$ cat config.mk
export PLATFORM = sky130hd
export DESIGN_NAME = hmfc_ctrl
export DESIGN_NICKNAME = d
export VERILOG_FILES = /design/src/design/hmfc_ptr_fifo.v /design/src/design/hmfc_irq.v /design/src/design/hmfc_ctrl.v
export VERILOG_INCLUDE_DIRS = /design/src /design/src/design
export SDC_FILE = /design/constraint.sdc
export NUM_CORES = 1
export LEC_CHECK = 0
export BUFFER_PORTS_ARGS = -buffer_cell sky130_fd_sc_hd__buf_2
export CORE_MARGIN = 4
export CORE_UTILIZATION = 57
export CTS_BUF_LIST = sky130_fd_sc_hd__clkbuf_4
export CTS_CLUSTER_SIZE = 28
export DETAILED_ROUTE_END_ITERATION = 6
export GPL_TIMING_DRIVEN = 0
export PLACE_DENSITY = 0.82
export SYNTH_ARGS = -nofsm -noshare
export SYNTH_HDL_FRONTEND = slang
export SYNTH_SLANG_ARGS = --single-unit
$ cat constraint.sdc
create_clock -name ref_clk_i -period 4.4 [get_ports ref_clk_i]
set_clock_uncertainty 0.1 [all_clocks]
set_input_delay 0.66 -clock ref_clk_i [delete_from_list [all_inputs] [get_ports ref_clk_i]]
set_output_delay 0.66 -clock ref_clk_i [all_outputs]
set_load 0.05 [all_outputs]
$ cat src/design/hmfc_consts.vh
`ifndef HMFC_CONSTS_VH
`define HMFC_CONSTS_VH
`define HMFC_AW            8
`define HMFC_DW            32
`define HMFC_OFF_RX_CFG    8'h6C
`define HMFC_OFF_TX_CFG    8'h70
`define HMFC_OFF_RX_DP     8'h78
`define HMFC_OFF_STAT      8'hC0
`define HMFC_OFF_CLR       8'hC4
`define HMFC_OFF_EN        8'hC8
`define HMFC_OFF_TX_MON    8'hCC
`define HMFC_B_STOP        0
`define HMFC_B_TXON        1
`define HMFC_B_TX_STATUS_OVERRUN_ALLOW       2
`define HMFC_B_TXD_FLUSH   14
`define HMFC_B_TXS_FLUSH   15
`define HMFC_B_SKIP        31
`define HMFC_OFS_LSB       8
`define HMFC_OFS_MSB       12
`define HMFC_OFS_W         5
`define HMFC_OFS_RST       5'h00
`define HMFC_OFS_LO_W      2
`define HMFC_MON_TXS_LSB   16
`define HMFC_DEPTH_LOG2    4
`define HMFC_NIRQ          3
`define HMFC_IRQ_TX_STATUS_FULL_IRQ      0
`define HMFC_IRQ_STOPPED   1
`define HMFC_IRQ_SKIPDONE  2
`endif

$ cat src/design/hmfc_ptr_fifo.v
`timescale 1ns/100ps
`include "hmfc_consts.vh"
// pointer/count tracker of a fifo; flush returns pointers to zero
module hmfc_ptr_fifo #(
   parameter AW = `HMFC_DEPTH_LOG2
) (
   input  wire          ref_clk_i,
   input  wire          rst_i,
   input  wire          flush_i,
   input  wire          push_i,
   input  wire          pop_i,
   output wire          full_o,
   output wire          empty_o,
   output wire [AW:0]   used_o
);
   reg [AW-1:0] wr_r;
   reg [AW-1:0] rd_r;
   reg [AW:0]   cnt_r;
   wire         do_push;
   wire         do_pop;
   assign full_o  = cnt_r[AW];
   assign empty_o = (cnt_r == {(AW+1){1'b0}});
   assign used_o  = cnt_r;
   assign do_push = push_i & ~full_o;
   assign do_pop  = pop_i & ~empty_o;
   always @(posedge ref_clk_i) begin
      if (rst_i || flush_i) begin
         wr_r  <= {AW{1'b0}};
         rd_r  <= {AW{1'b0}};
         cnt_r <= {(AW+1){1'b0}};
      end else begin
         if (do_push)
            wr_r <= wr_r + 1'b1;
         if (do_pop)
            rd_r <= rd_r + 1'b1;
         if (do_push && !do_pop)
            cnt_r <= cnt_r + 1'b1;
         else if (do_pop && !do_push)
            cnt_r <= cnt_r - 1'b1;
      end
   end
endmodule // hmfc_ptr_fifo

$ cat src/design/hmfc_irq.v
`timescale 1ns/100ps
`include "hmfc_consts.vh"
// sticky status, write-one-to-clear, enable mask, level output; set wins
module hmfc_irq #(
   parameter N = `HMFC_NIRQ
) (
   input  wire          ref_clk_i,
   input  wire          rst_i,
   input  wire [N-1:0]  event_i,
   input  wire          clr_we_i,
   input  wire          en_we_i,
   input  wire [N-1:0]  wdata_i,
   output reg  [N-1:0]  status_o,
   output reg  [N-1:0]  enable_o,
   output wire          irq_o
);
   assign irq_o = |(status_o & enable_o);
   always @(posedge ref_clk_i) begin
      if (rst_i) begin
         status_o <= {N{1'b0}};
         enable_o <= {N{1'b0}};
      end else begin
         status_o <= (status_o & ~(clr_we_i ? wdata_i : {N{1'b0}})) | event_i;
         if (en_we_i)
            enable_o <= wdata_i;
      end
   end
endmodule // hmfc_irq

$ cat src/design/hmfc_ctrl.v
// Chosen here: strobed register access.
`timescale 1ns/100ps
`include "hmfc_consts.vh"
// Functional notes
// - rx data shifted by byte offset 0-31
// - offset upper bits apply from next word
// - tx status flush empties fifo, self-clears
// - tx data flush discards data, zeroes pointers
// - full status fifo pauses tx unless allowed
// - status full interrupt ignores overrun allow
// - enabled transmitter sends fifo data
// - enable clears when stop done, halted
// - stop ends at frame end or empty data fifo, then clears itself
// - stop writes ignored while stop set
// - frame skip advances rx, self-clears
module hmfc_ctrl #(
   parameter AW = `HMFC_DEPTH_LOG2
) (
   input  wire                   ref_clk_i,
   input  wire                   rst_i,
   input  wire [`HMFC_AW-1:0]    addr_i,
   input  wire [`HMFC_DW-1:0]    wdata_i,
   input  wire                   wr_i,
   input  wire                   rd_i,
   output reg  [`HMFC_DW-1:0]    rdata_o,
   input  wire                   txd_push_i,
   input  wire                   txd_eof_i,
   input  wire                   txs_pop_i,
   input  wire                   rxd_push_i,
   input  wire                   rxd_eof_i,
   input  wire                   rxd_pop_i,
   output wire                   tx_busy_o,
   output wire                   tx_word_o,
   output wire                   tx_eof_o,
   output wire [`HMFC_OFS_W-1:0] rx_byte_offset_o,
   output wire                   rx_skip_busy_o,
   output wire                   irq_o
);
   localparam ST_IDLE = 3'b001;
   localparam ST_SEND = 3'b010;
   localparam ST_HALT = 3'b100;

   reg  [2:0]               st_r;
   reg                      tx_on_r;
   reg                      stop_r;
   reg                      tx_status_overrun_allow_r;
   reg  [`HMFC_OFS_W-1:0]   ofs_r;
   reg  [1:0]               ofs_lo_live_r;
   reg  [2:0]               ofs_hi_live_r;
   reg                      skip_r;
   reg  [AW:0]              frames_r;
   reg  [AW-1:0]            rx_wp_r;
   reg  [AW-1:0]            rx_rp_r;
   reg                      rx_eof_mem [0:(1<<AW)-1];
   reg                      txs_full_d_r;
   reg                      tx_word_r;
   reg                      tx_eof_r;
   reg  [`HMFC_NIRQ-1:0]    ev;
   wire                     txd_full;
   wire                     txd_empty;
   wire                     txs_full;
   wire                     txs_empty;
   wire [AW:0]              txs_used;
   wire                     rxd_full;
   wire                     rxd_empty;
   wire [AW:0]              rxd_used;
   wire [AW:0]              txd_used;
   wire [`HMFC_NIRQ-1:0]    irq_stat;
   wire [`HMFC_NIRQ-1:0]    irq_en;
   wire                     wr_tx;
   wire                     wr_rx;
   wire                     wr_dp;
   wire                     txs_flush;
   wire                     txd_flush;
   wire                     pause;
   wire                     send_now;
   wire                     rx_pop_ok;
   wire                     rx_push_ok;
   wire                     rx_skip_pop;
   wire                     rx_any_pop;
   wire                     rx_head_eof;
   wire                     rx_eof_in;
   wire                     rx_eof_out;
   wire                     skip_done;
   wire                     wr_clr;
   wire                     wr_en;

   // register address decode
   function hit;
      input [`HMFC_AW-1:0] a;
      input [`HMFC_AW-1:0] off;
      begin
         hit = (a == off);
      end
   endfunction

   assign wr_tx     = wr_i & hit(addr_i, `HMFC_OFF_TX_CFG);
   assign wr_rx     = wr_i & hit(addr_i, `HMFC_OFF_RX_CFG);
   assign wr_dp     = wr_i & hit(addr_i, `HMFC_OFF_RX_DP);
   assign txs_flush = wr_tx & wdata_i[`HMFC_B_TXS_FLUSH];
   assign txd_flush = wr_tx & wdata_i[`HMFC_B_TXD_FLUSH];
   // a full status fifo holds the transmitter unless overrun is allowed
   assign pause     = txs_full & ~tx_status_overrun_allow_r;
   assign send_now  = (st_r == ST_SEND) & ~txd_empty & ~pause;
   assign wr_clr    = wr_i & hit(addr_i, `HMFC_OFF_CLR);
   assign wr_en     = wr_i & hit(addr_i, `HMFC_OFF_EN);

   // host pops are refused while a skip runs
   assign rx_pop_ok   = rxd_pop_i & ~skip_r & ~rxd_empty;
   assign rx_push_ok  = rxd_push_i & ~rxd_full;
   // a skip drains only while a whole frame sits in the fifo
   assign rx_skip_pop = skip_r & ~rxd_empty & (frames_r != {(AW+1){1'b0}});
   assign rx_any_pop  = rx_pop_ok | rx_skip_pop;
   assign rx_head_eof = rx_eof_mem[rx_rp_r];
   assign rx_eof_in   = rx_push_ok & rxd_eof_i;
   assign rx_eof_out  = rx_any_pop & rx_head_eof;
   // ends once the last word of the head frame is gone, or at once if none
   assign skip_done   = skip_r & (~rx_skip_pop | rx_head_eof);

   hmfc_ptr_fifo #(.AW(AW)) u_txd (
      .ref_clk_i (ref_clk_i),
      .rst_i     (rst_i),
      .flush_i   (txd_flush),
      .push_i    (txd_push_i),
      .pop_i     (send_now),
      .full_o    (txd_full),
      .empty_o   (txd_empty),
      .used_o    (txd_used)
   );

   hmfc_ptr_fifo #(.AW(AW)) u_txs (
      .ref_clk_i (ref_clk_i),
      .rst_i     (rst_i),
      .flush_i   (txs_flush),
      .push_i    (send_now & txd_eof_i),
      .pop_i     (txs_pop_i),
      .full_o    (txs_full),
      .empty_o   (txs_empty),
      .used_o    (txs_used)
   );

   hmfc_ptr_fifo #(.AW(AW)) u_rxd (
      .ref_clk_i (ref_clk_i),
      .rst_i     (rst_i),
      .flush_i   (1'b0),
      .push_i    (rxd_push_i),
      .pop_i     (rx_any_pop),
      .full_o    (rxd_full),
      .empty_o   (rxd_empty),
      .used_o    (rxd_used)
   );

   hmfc_irq u_irq (
      .ref_clk_i (ref_clk_i),
      .rst_i     (rst_i),
      .event_i   (ev),
      .clr_we_i  (wr_clr),
      .en_we_i   (wr_en),
      .wdata_i   (wdata_i[`HMFC_NIRQ-1:0]),
      .status_o  (irq_stat),
      .enable_o  (irq_en),
      .irq_o     (irq_o)
   );

   // events: status fifo became full, transmitter halted, skip ended
   always @* begin
      ev = {`HMFC_NIRQ{1'b0}};
      ev[`HMFC_IRQ_TX_STATUS_FULL_IRQ] = txs_full & ~txs_full_d_r;
      ev[`HMFC_IRQ_STOPPED] = (st_r == ST_HALT);
      ev[`HMFC_IRQ_SKIPDONE] = skip_done;
   end

   always @(posedge ref_clk_i) begin
      if (rst_i)
         txs_full_d_r <= 1'b0;
      else
         txs_full_d_r <= txs_full;
   end

   // mirror of the rx fifo pointers; one end-of-frame flag per slot
   always @(posedge ref_clk_i) begin
      if (rst_i) begin
         rx_wp_r <= {AW{1'b0}};
         rx_rp_r <= {AW{1'b0}};
      end else begin
         if (rx_push_ok)
            rx_wp_r <= rx_wp_r + 1'b1;
         if (rx_any_pop)
            rx_rp_r <= rx_rp_r + 1'b1;
      end
   end

   always @(posedge ref_clk_i) begin
      if (rx_push_ok)
         rx_eof_mem[rx_wp_r] <= rxd_eof_i;
   end

   // transmitter control
   always @(posedge ref_clk_i) begin
      if (rst_i) begin
         st_r      <= ST_IDLE;
         tx_on_r   <= 1'b0;
         stop_r    <= 1'b0;
         tx_status_overrun_allow_r   <= 1'b0;
         tx_word_r <= 1'b0;
         tx_eof_r  <= 1'b0;
      end else begin
         tx_word_r <= send_now;
         tx_eof_r  <= send_now & txd_eof_i;
         if (wr_tx) begin
            tx_status_overrun_allow_r <= wdata_i[`HMFC_B_TX_STATUS_OVERRUN_ALLOW];
            if (!stop_r) begin
               stop_r  <= wdata_i[`HMFC_B_STOP];
               tx_on_r <= wdata_i[`HMFC_B_TXON];
            end else
               tx_on_r <= wdata_i[`HMFC_B_TXON] & tx_on_r;
         end
         case (st_r)
            ST_IDLE: begin
               if (tx_on_r && !stop_r)
                  st_r <= ST_SEND;
            end
            ST_SEND: begin
               // stop only at a frame boundary or once the data fifo is empty
               if (stop_r && (txd_empty || (send_now && txd_eof_i)))
                  st_r <= ST_HALT;
               else if (!tx_on_r)
                  st_r <= ST_IDLE;
            end
            ST_HALT: begin
               stop_r  <= 1'b0;
               tx_on_r <= 1'b0;
               st_r    <= ST_IDLE;
            end
            default: st_r <= ST_IDLE;
         endcase
         // a stop requested while idle completes at once
         if (st_r == ST_IDLE && stop_r && !(tx_on_r && !stop_r)) begin
            stop_r  <= 1'b0;
            tx_on_r <= 1'b0;
         end
      end
   end

   // rx offset and frame skip
   always @(posedge ref_clk_i) begin
      if (rst_i) begin
         ofs_r         <= `HMFC_OFS_RST;
         ofs_lo_live_r <= 2'h0;
         ofs_hi_live_r <= 3'h0;
         skip_r        <= 1'b0;
         frames_r      <= {(AW+1){1'b0}};
      end else begin
         if (wr_rx)
            ofs_r <= wdata_i[`HMFC_OFS_MSB:`HMFC_OFS_LSB];
         ofs_lo_live_r <= ofs_r[`HMFC_OFS_LO_W-1:0];
         if (rx_pop_ok || rxd_empty)
            ofs_hi_live_r <= ofs_r[`HMFC_OFS_W-1:`HMFC_OFS_LO_W];
         // count of complete frames held in the rx fifo
         if (rx_eof_in && !rx_eof_out)
            frames_r <= frames_r + 1'b1;
         else if (rx_eof_out && !rx_eof_in)
            frames_r <= frames_r - 1'b1;
         if (wr_dp && wdata_i[`HMFC_B_SKIP] && !skip_r)
            skip_r <= 1'b1;
         else if (skip_done)
            skip_r <= 1'b0;
      end
   end

   assign tx_busy_o        = (st_r == ST_SEND);
   assign tx_word_o        = tx_word_r;
   assign tx_eof_o         = tx_eof_r;
   assign rx_byte_offset_o = {ofs_hi_live_r, ofs_lo_live_r};
   assign rx_skip_busy_o   = skip_r;

   // register read, one cycle later; reserved bits zero
   always @(posedge ref_clk_i) begin
      if (rst_i)
         rdata_o <= {`HMFC_DW{1'b0}};
      else if (rd_i) begin
         rdata_o <= {`HMFC_DW{1'b0}};
         case (addr_i)
            `HMFC_OFF_TX_CFG: begin
               rdata_o[`HMFC_B_TX_STATUS_OVERRUN_ALLOW] <= tx_status_overrun_allow_r;
               rdata_o[`HMFC_B_TXON]  <= tx_on_r;
               rdata_o[`HMFC_B_STOP]  <= stop_r;
            end
            `HMFC_OFF_RX_CFG: rdata_o[`HMFC_OFS_MSB:`HMFC_OFS_LSB] <= ofs_r;
            `HMFC_OFF_RX_DP:  rdata_o[`HMFC_B_SKIP] <= skip_r;
            `HMFC_OFF_STAT:   rdata_o[`HMFC_NIRQ-1:0] <= irq_stat;
            `HMFC_OFF_EN:     rdata_o[`HMFC_NIRQ-1:0] <= irq_en;
            `HMFC_OFF_TX_MON: begin
               rdata_o[`HMFC_MON_TXS_LSB+AW:`HMFC_MON_TXS_LSB] <= txs_used;
               rdata_o[AW:0]                                    <= txd_used;
            end
            default:          rdata_o <= {`HMFC_DW{1'b0}};
         endcase
      end
   end
endmodule // hmfc_ctrl

==> results of run 1 <==
power groups by stage:
stage	Sequential (mW)	Combinational, mW	Clock, mW
finish	1.05	0.882	0.478
global route	1.06	1.01	0.523
CTS	1.05	0.885	0.487
detailed placement	1.07	0.878	0
global placement	1.06	0.829	0
floorplan	1.04	0.728	0
state kept, by name, indices dropped and copies added (netlist names), named ones only:
signal and cells:
u_irq.enable_o 3, u_txs.used_o 5, stop_r 1, tx_on_r 1
ofs_hi_live_r 3, u_rxd.used_o 5, txs_full_d_r 1, rx_eof_mem 16
u_irq.status_o 3, tx_status_overrun_allow_r 1, u_txd.used_o 5, frames_r 5
rx_skip_busy_o 1, ofs_r 5, rx_rp_r 4, rdata_o 16
rx_wp_r 4, tx_word_o 1, ofs_lo_live_r 2, st_r 3
tx_eof_o 1
per-layer routing:
layer | wire length (um) | vias up
li1 | - | 1724
met1 | 4036 | 1624
met2 | 4630 | 83
met3 | 460 | 19
met4 | 194 | 0
met5 | 0 | -
cell usage in the layout, fill, tap and decap left out, types with 2 or more instances in the layout:
cell	n
buf_2	55
xnor2_1	11
nor2_1	86
mux2_2	2
clkinvlp_4	2
a21oi_1	26
conb_1	16
dfxtp_1	74
a22oi_1	15
nor2b_1	8
clkbuf_1	13
edfxtp_1	16
buf_1	2
xor2_1	8
nand2b_1	6
a21o_1	9
mux2i_1	24
nor4_1	4
nand2_1	13
inv_1	21
or4_1	4
nand3_1	6
buf_4	16
nor4b_1	2
clkbuf_4	9
o21ai_0	17
or3_1	5
fa_1	4
mux4_1	4
nor3b_1	3
nor3_1	10
ha_1	21
nand4_1	3
and3_1	3
logic make-up after synthesis:
group | count (synthesis) | share of synthesized area
adder cells (fa/ha/maj) | 25 | 0.07809
flip-flops | 90 | 0.4469
AND/OR/NAND/NOR | 162 | 0.1813
AO/OA/AOI/OAI | 75 | 0.1054
multiplexers | 30 | 0.08378
buffers and inverters | 56 | 0.06583
XOR/XNOR | 19 | 0.03790
other | 1 | 0.0008541
area by class of cell:
cell class,instances,share of cell area
clock buffers,9,0.01357
multi-input cells,327,0.4411
inverters,21,0.01583
well taps,99,0.02488
clock inverters,7,0.01508
flip-flops and latches,90,0.3941
repair buffers,53,0.05328
plain buffers,35,0.04222
metrics by stage:
stage	worst slack (ns)	area, sq um	total power, mW
floorplan	1.347	4447	1.763
global placement	1.151	4836	1.888
detailed placement	1.011	4836	1.944
CTS	0.9730	4979	2.420
global route	0.8067	4979	2.593
finish	1.001	4979	2.408
worst paths after layout:
| check | startpoint | end |
|---|---|---|
| setup / recovery | u_rxd.used_o[1] | frames_r[4] |
| hold / removal | wdata_i[9] | ofs_r[1] |
| setup reg to reg | u_rxd.used_o[1] | frames_r[4] |
| hold reg to reg | rdata_o[1] | rdata_o[1] |
worst max-delay path: cells and delay by family (launching register included):
kind            cells  cell delay [ns]
buf+inv             2             0.28
compound gates      4             0.63
simple gates        4             1.26
fa+ha+maj           2             0.60
flops               1             0.37
xor+xnor            1             0.09
==> flow_summary_export.csv, run 1 <==
group,metric,value,unit
power,leakage,2.197,nW
grt,grt.met3_usage,0.03518,
grt,grt.busiest_layer,"met2",
timing,period_share,0.7725,
layout,synthToLayoutAreaGrowth,13.39,%
worst_setup_path,cpPeakStageDelay,0.53,ns
grt,use_met2,0.3746,
timing,setup_viol,0,
route,drt-initial-drc-count,133,
power,switching_share,0.3643,
flow_run,maxCapViolCount,0,
clock_tree,cts_resized,0,
die,die_h,95.77,um
timing,worst_hold_slack,0.3420,ns
timing,maxSlewViolCount,0,
power,power_density,483.7,nW/um^2
route,ant_nets,0,
clock_tree,cts-root-buf,"clkbuf_4",
route,num_vias,3450,
layout,multi_input_area,2196,sq um
yosys,syn-instance-count,458,
timing,fmax,294.2,MHz
yosys,ys_seq_area_frac,0.4469,
placed_design,portBuffers,53,
outcome,status,"complete, no violations",
die,start_util,0.5958,
die,core_area,7370,sq um
clock_tree,postCtsSetupRepairBufs,0,
die,rows,31,
placed_design,routabilityCongestion,0.8175,
yosys,async_flop_share,0,
yosys,netlist.area_leader.share,0.3374,
power,pwr-share-seq,0.435,
layout,seq_area,1962,sq um
worst_setup_path,rrSetupSlack,1.00,ns
timing,worstMarginPinSlew,0.7130,ns
route,wl_per_cell,14.54,um
layout,drive_gt1_frac,0.1716,
timing,hold_viol,0,
clock_tree,numCtsBuffers,9,
power,internal-power,1.531,mW
die,dieArea,9171,sq um
yosys,synth_largest_area_cell,"dfxtp_1",
power,clkPwrFrac,0.199,
die,die_x,95.77,um
layout,fin_nets,612,
grt,grt_pass1_vias,3404,
grt,track_usage,0.2148,
route,drc,0,
placed_design,place_inst,625,
power,peakVddDrop,0.3611,mV
route,firstDrtPassIters,4,
worst_setup_path,path_class,"flip-flop to flip-flop",
layout,fillers,600,
worst_setup_path,crit_slowest_cell,"or4_1",
die,ioPinCount,92,
clock_tree,ctsHoldBuffers,0,
worst_setup_path,worstSetupStartpointType,"flip-flop",
route,routed_wl,9.322,mm
grt,antenna_found_initial,0,
timing,fin_crit,3.399,ns
clock_tree,htreeDepth,3,
power,p_comb_frac,0.366,
yosys,synth_seq_cells,90,
timing,rsz0062_at_grt,"false",
worst_setup_path,end_kind,"flip-flop",
clock_tree,clock_latency,0.45,ns
power,p_switching,0.8774,mW
grt,grt_overflow_total,0,
worst_setup_path,reg2regPathDepth,13,
yosys,avgSynthCellArea,9.586,sq um
timing,tns,0,ns
yosys,synth_area,4390,sq um
placed_design,detailed_place_hpwl,7.083,mm
yosys,yosysWarningCount,0,
layout,final_cells,641,
yosys,synth-edff-count,16,
worst_hold_path,min_path_type,"input pin to flip-flop",
clock_tree,cts_tree,"yes",
layout,final_core_util,0.6756,
worst_setup_path,crit_chain,"or4_1, nor2_1, or3_1, buf_2, a211o_1, ha_1, inv_1, fa_1, a21o_1, a21oi_1, xnor2_1, or3_1, a21oi_1",
yosys,yosys-top-cells-area,"dfxtp_1 34%, edfxtp_1 11%, nor2_1 7.4%, ha_1 6.0%, mux2i_1 5.5%",
worst_setup_path,critPathArrivalTime,3.66,ns
layout,diodes,0,
clock_tree,cts_num_sinks,90,
yosys,netlist_top_cells_count,"86 x nor2_1, 74 x dfxtp_1, 26 x a21oi_1, 24 x mux2i_1",
route,vias_per_cell,5.382,
yosys,synthFlopType,"dfxtp_1",
worst_setup_path,cp.required,4.66,ns
worst_setup_path,cp_max_fo,6,
grt,gr-usage-met1,0.2602,
yosys,yosysMostFrequentCell,"nor2_1",
worst_hold_path,holdPathStages,3,
grt,grt_pass1_wl,15.32,mm
yosys,yosysUniqueCellTypes,51,
clock_tree,clkTransAtPathRegs,0.15,ns
clock_tree,clockBufferDepth,2,
timing,relSlewSlack,0.5210,
grt,grt_start_max_net_pins,18,
Note: power is estimated with default switching activity, not from simulation.
==> run 2: changes to the inputs <==
- clock period: 4.4 -> 3.3 ns (I/O delays scaled with it)
==> run 2 against run 1 <==
Against the previous run: critical path depth did not move; critical path type unchanged; power is 36% higher; clock-buffer cell count unchanged; worst setup slack lost 0.86 ns; design area up 1.1%; sequential share of layout area down 0.31 points; clock power grew 34%; worst hold slack got worse by 0.17 ns; die area did not move; largest cell class unchanged.
==> flow_summary_export.csv, run 2 (synthesis gave the netlist of run 1 again) <==
group,metric,value,unit
outcome,status,"complete, no violations",
layout,top_regs,"rdata_o x16, rx_eof_mem x16",
timing,tns,0,ns
timing,period_share,0.9579,
die,rows,31,
layout,fin_nets,612,
timing,hold_viol,0,
clock_tree,numCtsBuffers,9,
die,die_h,95.77,um
clock_tree,clock_latency,0.45,ns
worst_setup_path,end_kind,"flip-flop",
route,drc,0,
grt,grt_pass1_wl,15.33,mm
timing,fin_crit,3.161,ns
power,peakVddDrop,0.4990,mV
worst_hold_path,min_path_type,"input pin to flip-flop",
grt,antenna_found_initial,0,
power,p_comb_frac,0.377,
worst_setup_path,critPathArrivalTime,3.42,ns
timing,fmax,316.3,MHz
layout,fin_area,5031,sq um
route,drt-initial-drc-count,135,
timing,rsz0062_at_grt,"false",
placed_design,portBuffers,53,
grt,grt_pass1_vias,3404,
power,clkPwrFrac,0.194,
timing,setup_ws,0.1389,ns
worst_setup_path,worstSetupStartpointType,"flip-flop",
placed_design,place_ws,-0.08921,ns
clock_tree,postCtsSetupRepairBufs,0,
route,firstDrtPassIters,5,
power,p_switching,1.202,mW
worst_setup_path,path_class,"flip-flop to flip-flop",
worst_setup_path,cp_max_fo,6,
placed_design,detailed_place_hpwl,7.083,mm
timing,relSlewSlack,0.5236,
grt,grt_start_max_net_pins,18,
route,wl_per_cell,14.60,um
die,ioPinCount,92,
grt,track_usage,0.2150,
layout,fillers,593,
layout,synthToLayoutAreaGrowth,14.59,%
route,routed_wl,9.357,mm
power,internal-power,2.085,mW
timing,maxSlewViolCount,0,
clock_tree,ctsHoldBuffers,0,
layout,diodes,0,
die,start_util,0.5958,
die,core_area,7370,sq um
power,switching_share,0.3657,
power,pwr-share-seq,0.428,
power,power_density,653.2,nW/um^2
layout,final_common_cell,"nor2_1",
layout,drive_gt1_frac,0.1937,
clock_tree,cts_tree,"yes",
worst_setup_path,cp.required,3.56,ns
flow_run,maxCapViolCount,0,
layout,final_core_util,0.6827,
route,num_vias,3493,
power,leakage,2.200,nW
layout,final_cell_mix,"85 x nor2_1, 72 x dfxtp_1, 55 x buf_2",
clock_tree,cts-root-buf,"clkbuf_4",
grt,grt_overflow_total,0,
die,die_x,95.77,um
clock_tree,clkTransAtPathRegs,0.15,ns
placed_design,routabilityCongestion,0.8175,
timing,worstMarginPinSlew,0.7091,ns
clock_tree,htreeDepth,3,
timing,setup_viol,0,
clock_tree,cts_num_sinks,90,
clock_tree,clockBufferDepth,2,
die,dieArea,9171,sq um
placed_design,placed_area,4836,sq um
route,ant_nets,0,
route,vias_per_cell,5.449,
run 2: cell counts in the layout (fill, tap and decap cells not counted):
Identical to the previous run, type by type.
run 2: layout make-up:
| type | instances | area, sq um | area share |
|---|---|---|---|
| inverters | 21 | 78.83 | 0.01567 |
| clock inverters | 7 | 75.07 | 0.01492 |
| clock buffers | 9 | 67.56 | 0.01343 |
| plain buffers | 35 | 210.2 | 0.04178 |
| well taps | 99 | 123.9 | 0.02462 |
| multi-input cells | 327 | 2243 | 0.4459 |
| flip-flops and latches | 90 | 1967 | 0.3909 |
| repair buffers | 53 | 265.3 | 0.05272 |
run 2: metal layers:
layer,track usage,vias to the layer above,wire [um]
met5,0,-,0
met4,0.09479,0,161
met3,0.03518,15,604
met2,0.3746,109,4633
met1,0.2607,1644,3958
li1,-,1725,-
run 2: worst paths after layout:
| kind | start | end | slack, ns | depth (start not counted) |
|---|---|---|---|---|
| worst max-delay path | frames_r[1] | frames_r[4] | 0.14 | 13 |
| worst max register to register | frames_r[1] | frames_r[4] | 0.14 | 13 |
| worst min register to register | rdata_o[1] | rdata_o[1] | 0.38 | 2 |
| worst min-delay path | wdata_i[9] | ofs_r[1] | 0.17 | 3 |
run 2: critical path: stages, from the launching register on:
cell     delay (ns)
dfxtp_1        0.38
or4_4          0.56
nor3_2         0.14
or3_1          0.12
buf_2          0.17
a211o_1        0.12
ha_2           0.19
inv_2          0.08
fa_2           0.36
a21o_1         0.18
a21oi_2        0.14
xnor2_1        0.08
or3_1          0.32
a21oi_1        0.16
run 2: timing repair:
item                                    4_1_cts  5_1_grt
gates resized for setup                       6        9
endpoints found under the setup margin        1        3
hold endpoints to repair                      0        0
run 2: power by group through the flow:
stage               combinational [mW]  clock [mW]  sequential [mW]
floorplan                        0.971           0             1.38
global placement                  1.10           0             1.41
detailed placement                1.17           0             1.42
CTS                               1.21       0.649             1.40
global route                      1.40       0.697             1.43
finish                            1.24       0.639             1.41
run 2: per-stage QoR:
step | instances | hold WS, ns | power, mW
6_report | 641 | 0.1724 | 3.286
5_1_grt | 641 | 0.1584 | 3.529
4_1_cts | 641 | 0.1559 | 3.267
3_5_place_dp | 625 | 0.3555 | 2.592
3_3_place_gp | 625 | 0.3430 | 2.517
2_1_floorplan | 473 | 0.3531 | 2.351
==> run 3: changes to the inputs <==
- CORE_UTILIZATION: 57 -> 55
- CTS_BUF_LIST: sky130_fd_sc_hd__clkbuf_4 -> not set
- PLACE_DENSITY: 0.82 -> 0.79
==> run 3 against run 2 <==
Against the previous run: fmax grew 1.6%; clock-buffer cell count up 1; power up 2.6%; die area increased by 3.3%; design area up 0.75%; largest cell class unchanged; highest routed layer unchanged.
==> flow_summary_export.csv, run 3 (synthesis gave the netlist of run 1 again) <==
group,metric,value,unit
timing,worstMarginPinSlew,0.7005,ns
die,start_util,0.5682,
clock_tree,postCtsSetupRepairBufs,0,
route,vias_per_cell,5.376,
grt,grt_start_max_net_pins,18,
layout,top_regs,"rdata_o x16, rx_eof_mem x16",
layout,final_core_util,0.6559,
clock_tree,htreeDepth,3,
worst_hold_path,min_path_type,"input pin to flip-flop",
timing,period_share,0.9428,
timing,fin_crit,3.111,ns
worst_setup_path,critPathArrivalTime,3.30,ns
worst_setup_path,cp.required,3.49,ns
worst_setup_path,cpPeakStageDelay,0.56,ns
placed_design,place_ws,-0.01633,ns
layout,drive_gt1_frac,0.1863,
clock_tree,cts-root-buf,"clkbuf_8",
route,drc,0,
die,core_area,7727,sq um
worst_setup_path,cp_max_fo,6,
timing,setup_ws,0.1889,ns
power,power_density,665.4,nW/um^2
placed_design,detailed_place_hpwl,6.895,mm
die,ioPinCount,92,
outcome,status,"complete, no violations",
placed_design,placed_area,4840,sq um
clock_tree,cts_tree,"yes",
power,leakage,2.218,nW
worst_setup_path,end_kind,"flip-flop",
worst_setup_path,path_class,"flip-flop to flip-flop",
layout,final_cells,644,
layout,final_cell_mix,"84 x nor2_1, 73 x dfxtp_1, 55 x buf_2",
clock_tree,clock_latency,0.36,ns
route,firstDrtPassIters,4,
die,dieArea,9476,sq um
flow_run,maxCapViolCount,0,
grt,antenna_found_initial,0,
layout,fin_nets,612,
timing,fmax,321.4,MHz
clock_tree,numCtsBuffers,9,
placed_design,place_inst,628,
placed_design,portBuffers,53,
worst_setup_path,crit_chain,"or4_4, nor2_4, or3_1, buf_2, a211o_1, ha_2, inv_2, fa_2, a21o_1, a21oi_1, xnor2_1, or3_1, a21oi_1",
grt,grt_pass1_wl,15.47,mm
layout,synthToLayoutAreaGrowth,15.45,%
route,wl_per_cell,14.09,um
die,die_x,97.35,um
die,rows,32,
layout,fin_area,5069,sq um
power,peakVddDrop,0.4662,mV
layout,diodes,0,
timing,relSlewSlack,0.5294,
timing,maxSlewViolCount,0,
grt,grt_overflow_total,0,
grt,track_usage,0.1974,
route,num_vias,3462,
worst_setup_path,worstSetupStartpointType,"flip-flop",
clock_tree,clockBufferDepth,2,
clock_tree,cts_num_sinks,90,
timing,setup_viol,0,
placed_design,routabilityCongestion,0.9304,
timing,hold_viol,0,
route,ant_nets,0,
layout,final_common_cell,"nor2_1",
power,power,3.373,mW
worst_setup_path,crit_slowest_cell,"or4_4",
route,drt-initial-drc-count,118,
grt,grt_pass1_vias,3329,
clock_tree,clkTransAtPathRegs,0.09,ns
route,routed_wl,9.077,mm
die,die_h,97.35,um
==> run 3: cell count changes in the layout (fill, tap and decap cells not counted), sizes merged <==
| cell | delta |
|---|---|
| clkinv | +4 |
| clkbuf | +1 |
| clkinvlp | -2 |
| inv | -3 |
==> run 3: timing repair <==
item,in CTS,in global routing
pin swaps,0,1
resized for setup,1,11
endpoints found under the hold margin,0,0
hold buffers,0,0
endpoints found under the setup margin,1,3
==> run 3: final timing paths <==
| kind | cells after the start | slack, ns | startpoint | to |
|---|---|---|---|---|
| max reg2reg | 13 | 0.19 | u_rxd.used_o[1] | frames_r[4] |
| min reg2reg | 2 | 0.36 | rdata_o[0] | rdata_o[0] |
| min | 3 | 0.27 | wdata_i[8] | ofs_r[0] |
| max | 13 | 0.19 | u_rxd.used_o[1] | frames_r[4] |
==> run 3: layout make-up <==
class                      count  area (sq um)
clock buffer                  10         127.6
tap                          102         127.6
sequential                    90          1963
inverter                      21         78.83
multi-input combinational    327          2230
clock inverter                 6         66.31
fill                         633          2659
buffer                        35         210.2
timing repair buffer          53         265.3
==> run 3: power breakdown <==
group | total [mW] | internal [mW] | switching (mW)
clock network | 0.749 | 0.354 | 0.395
logic | 1.22 | 0.588 | 0.631
registers | 1.41 | 1.25 | 0.151
total | 3.37 | 2.20 | 1.18
==> run 3: per-stage QoR <==
step / hold WS, ns / setup TNS, ns
2_1_floorplan: 0.3531 / 0
3_5_place_dp: 0.3419 / -0.01633
6_report: 0.2689 / 0
5_1_grt: 0.2588 / -0.01317
4_1_cts: 0.2551 / 0
3_3_place_gp: 0.3359 / 0
==> run 3: worst max-delay path, delay by kind of cell (launching register included) <==
kind | cells | cell delay [ns]
buffers and inverters | 2 | 0.23
xor gates and xnor gates | 1 | 0.09
DFF | 1 | 0.36
adders and majority gates | 2 | 0.54
AOI/OAI and AO/OA | 4 | 0.57
and+or+nand+nor | 4 | 1.15
==> run 3: routing by layer <==
layer,GRT usage,share of wire,up-vias
li1,-,-,1719
met1,0.2446,0.43,1635
met2,0.3386,0.49,94
met3,0.05528,0.059,14
met4,0.05325,0.018,0
met5,0,0,-
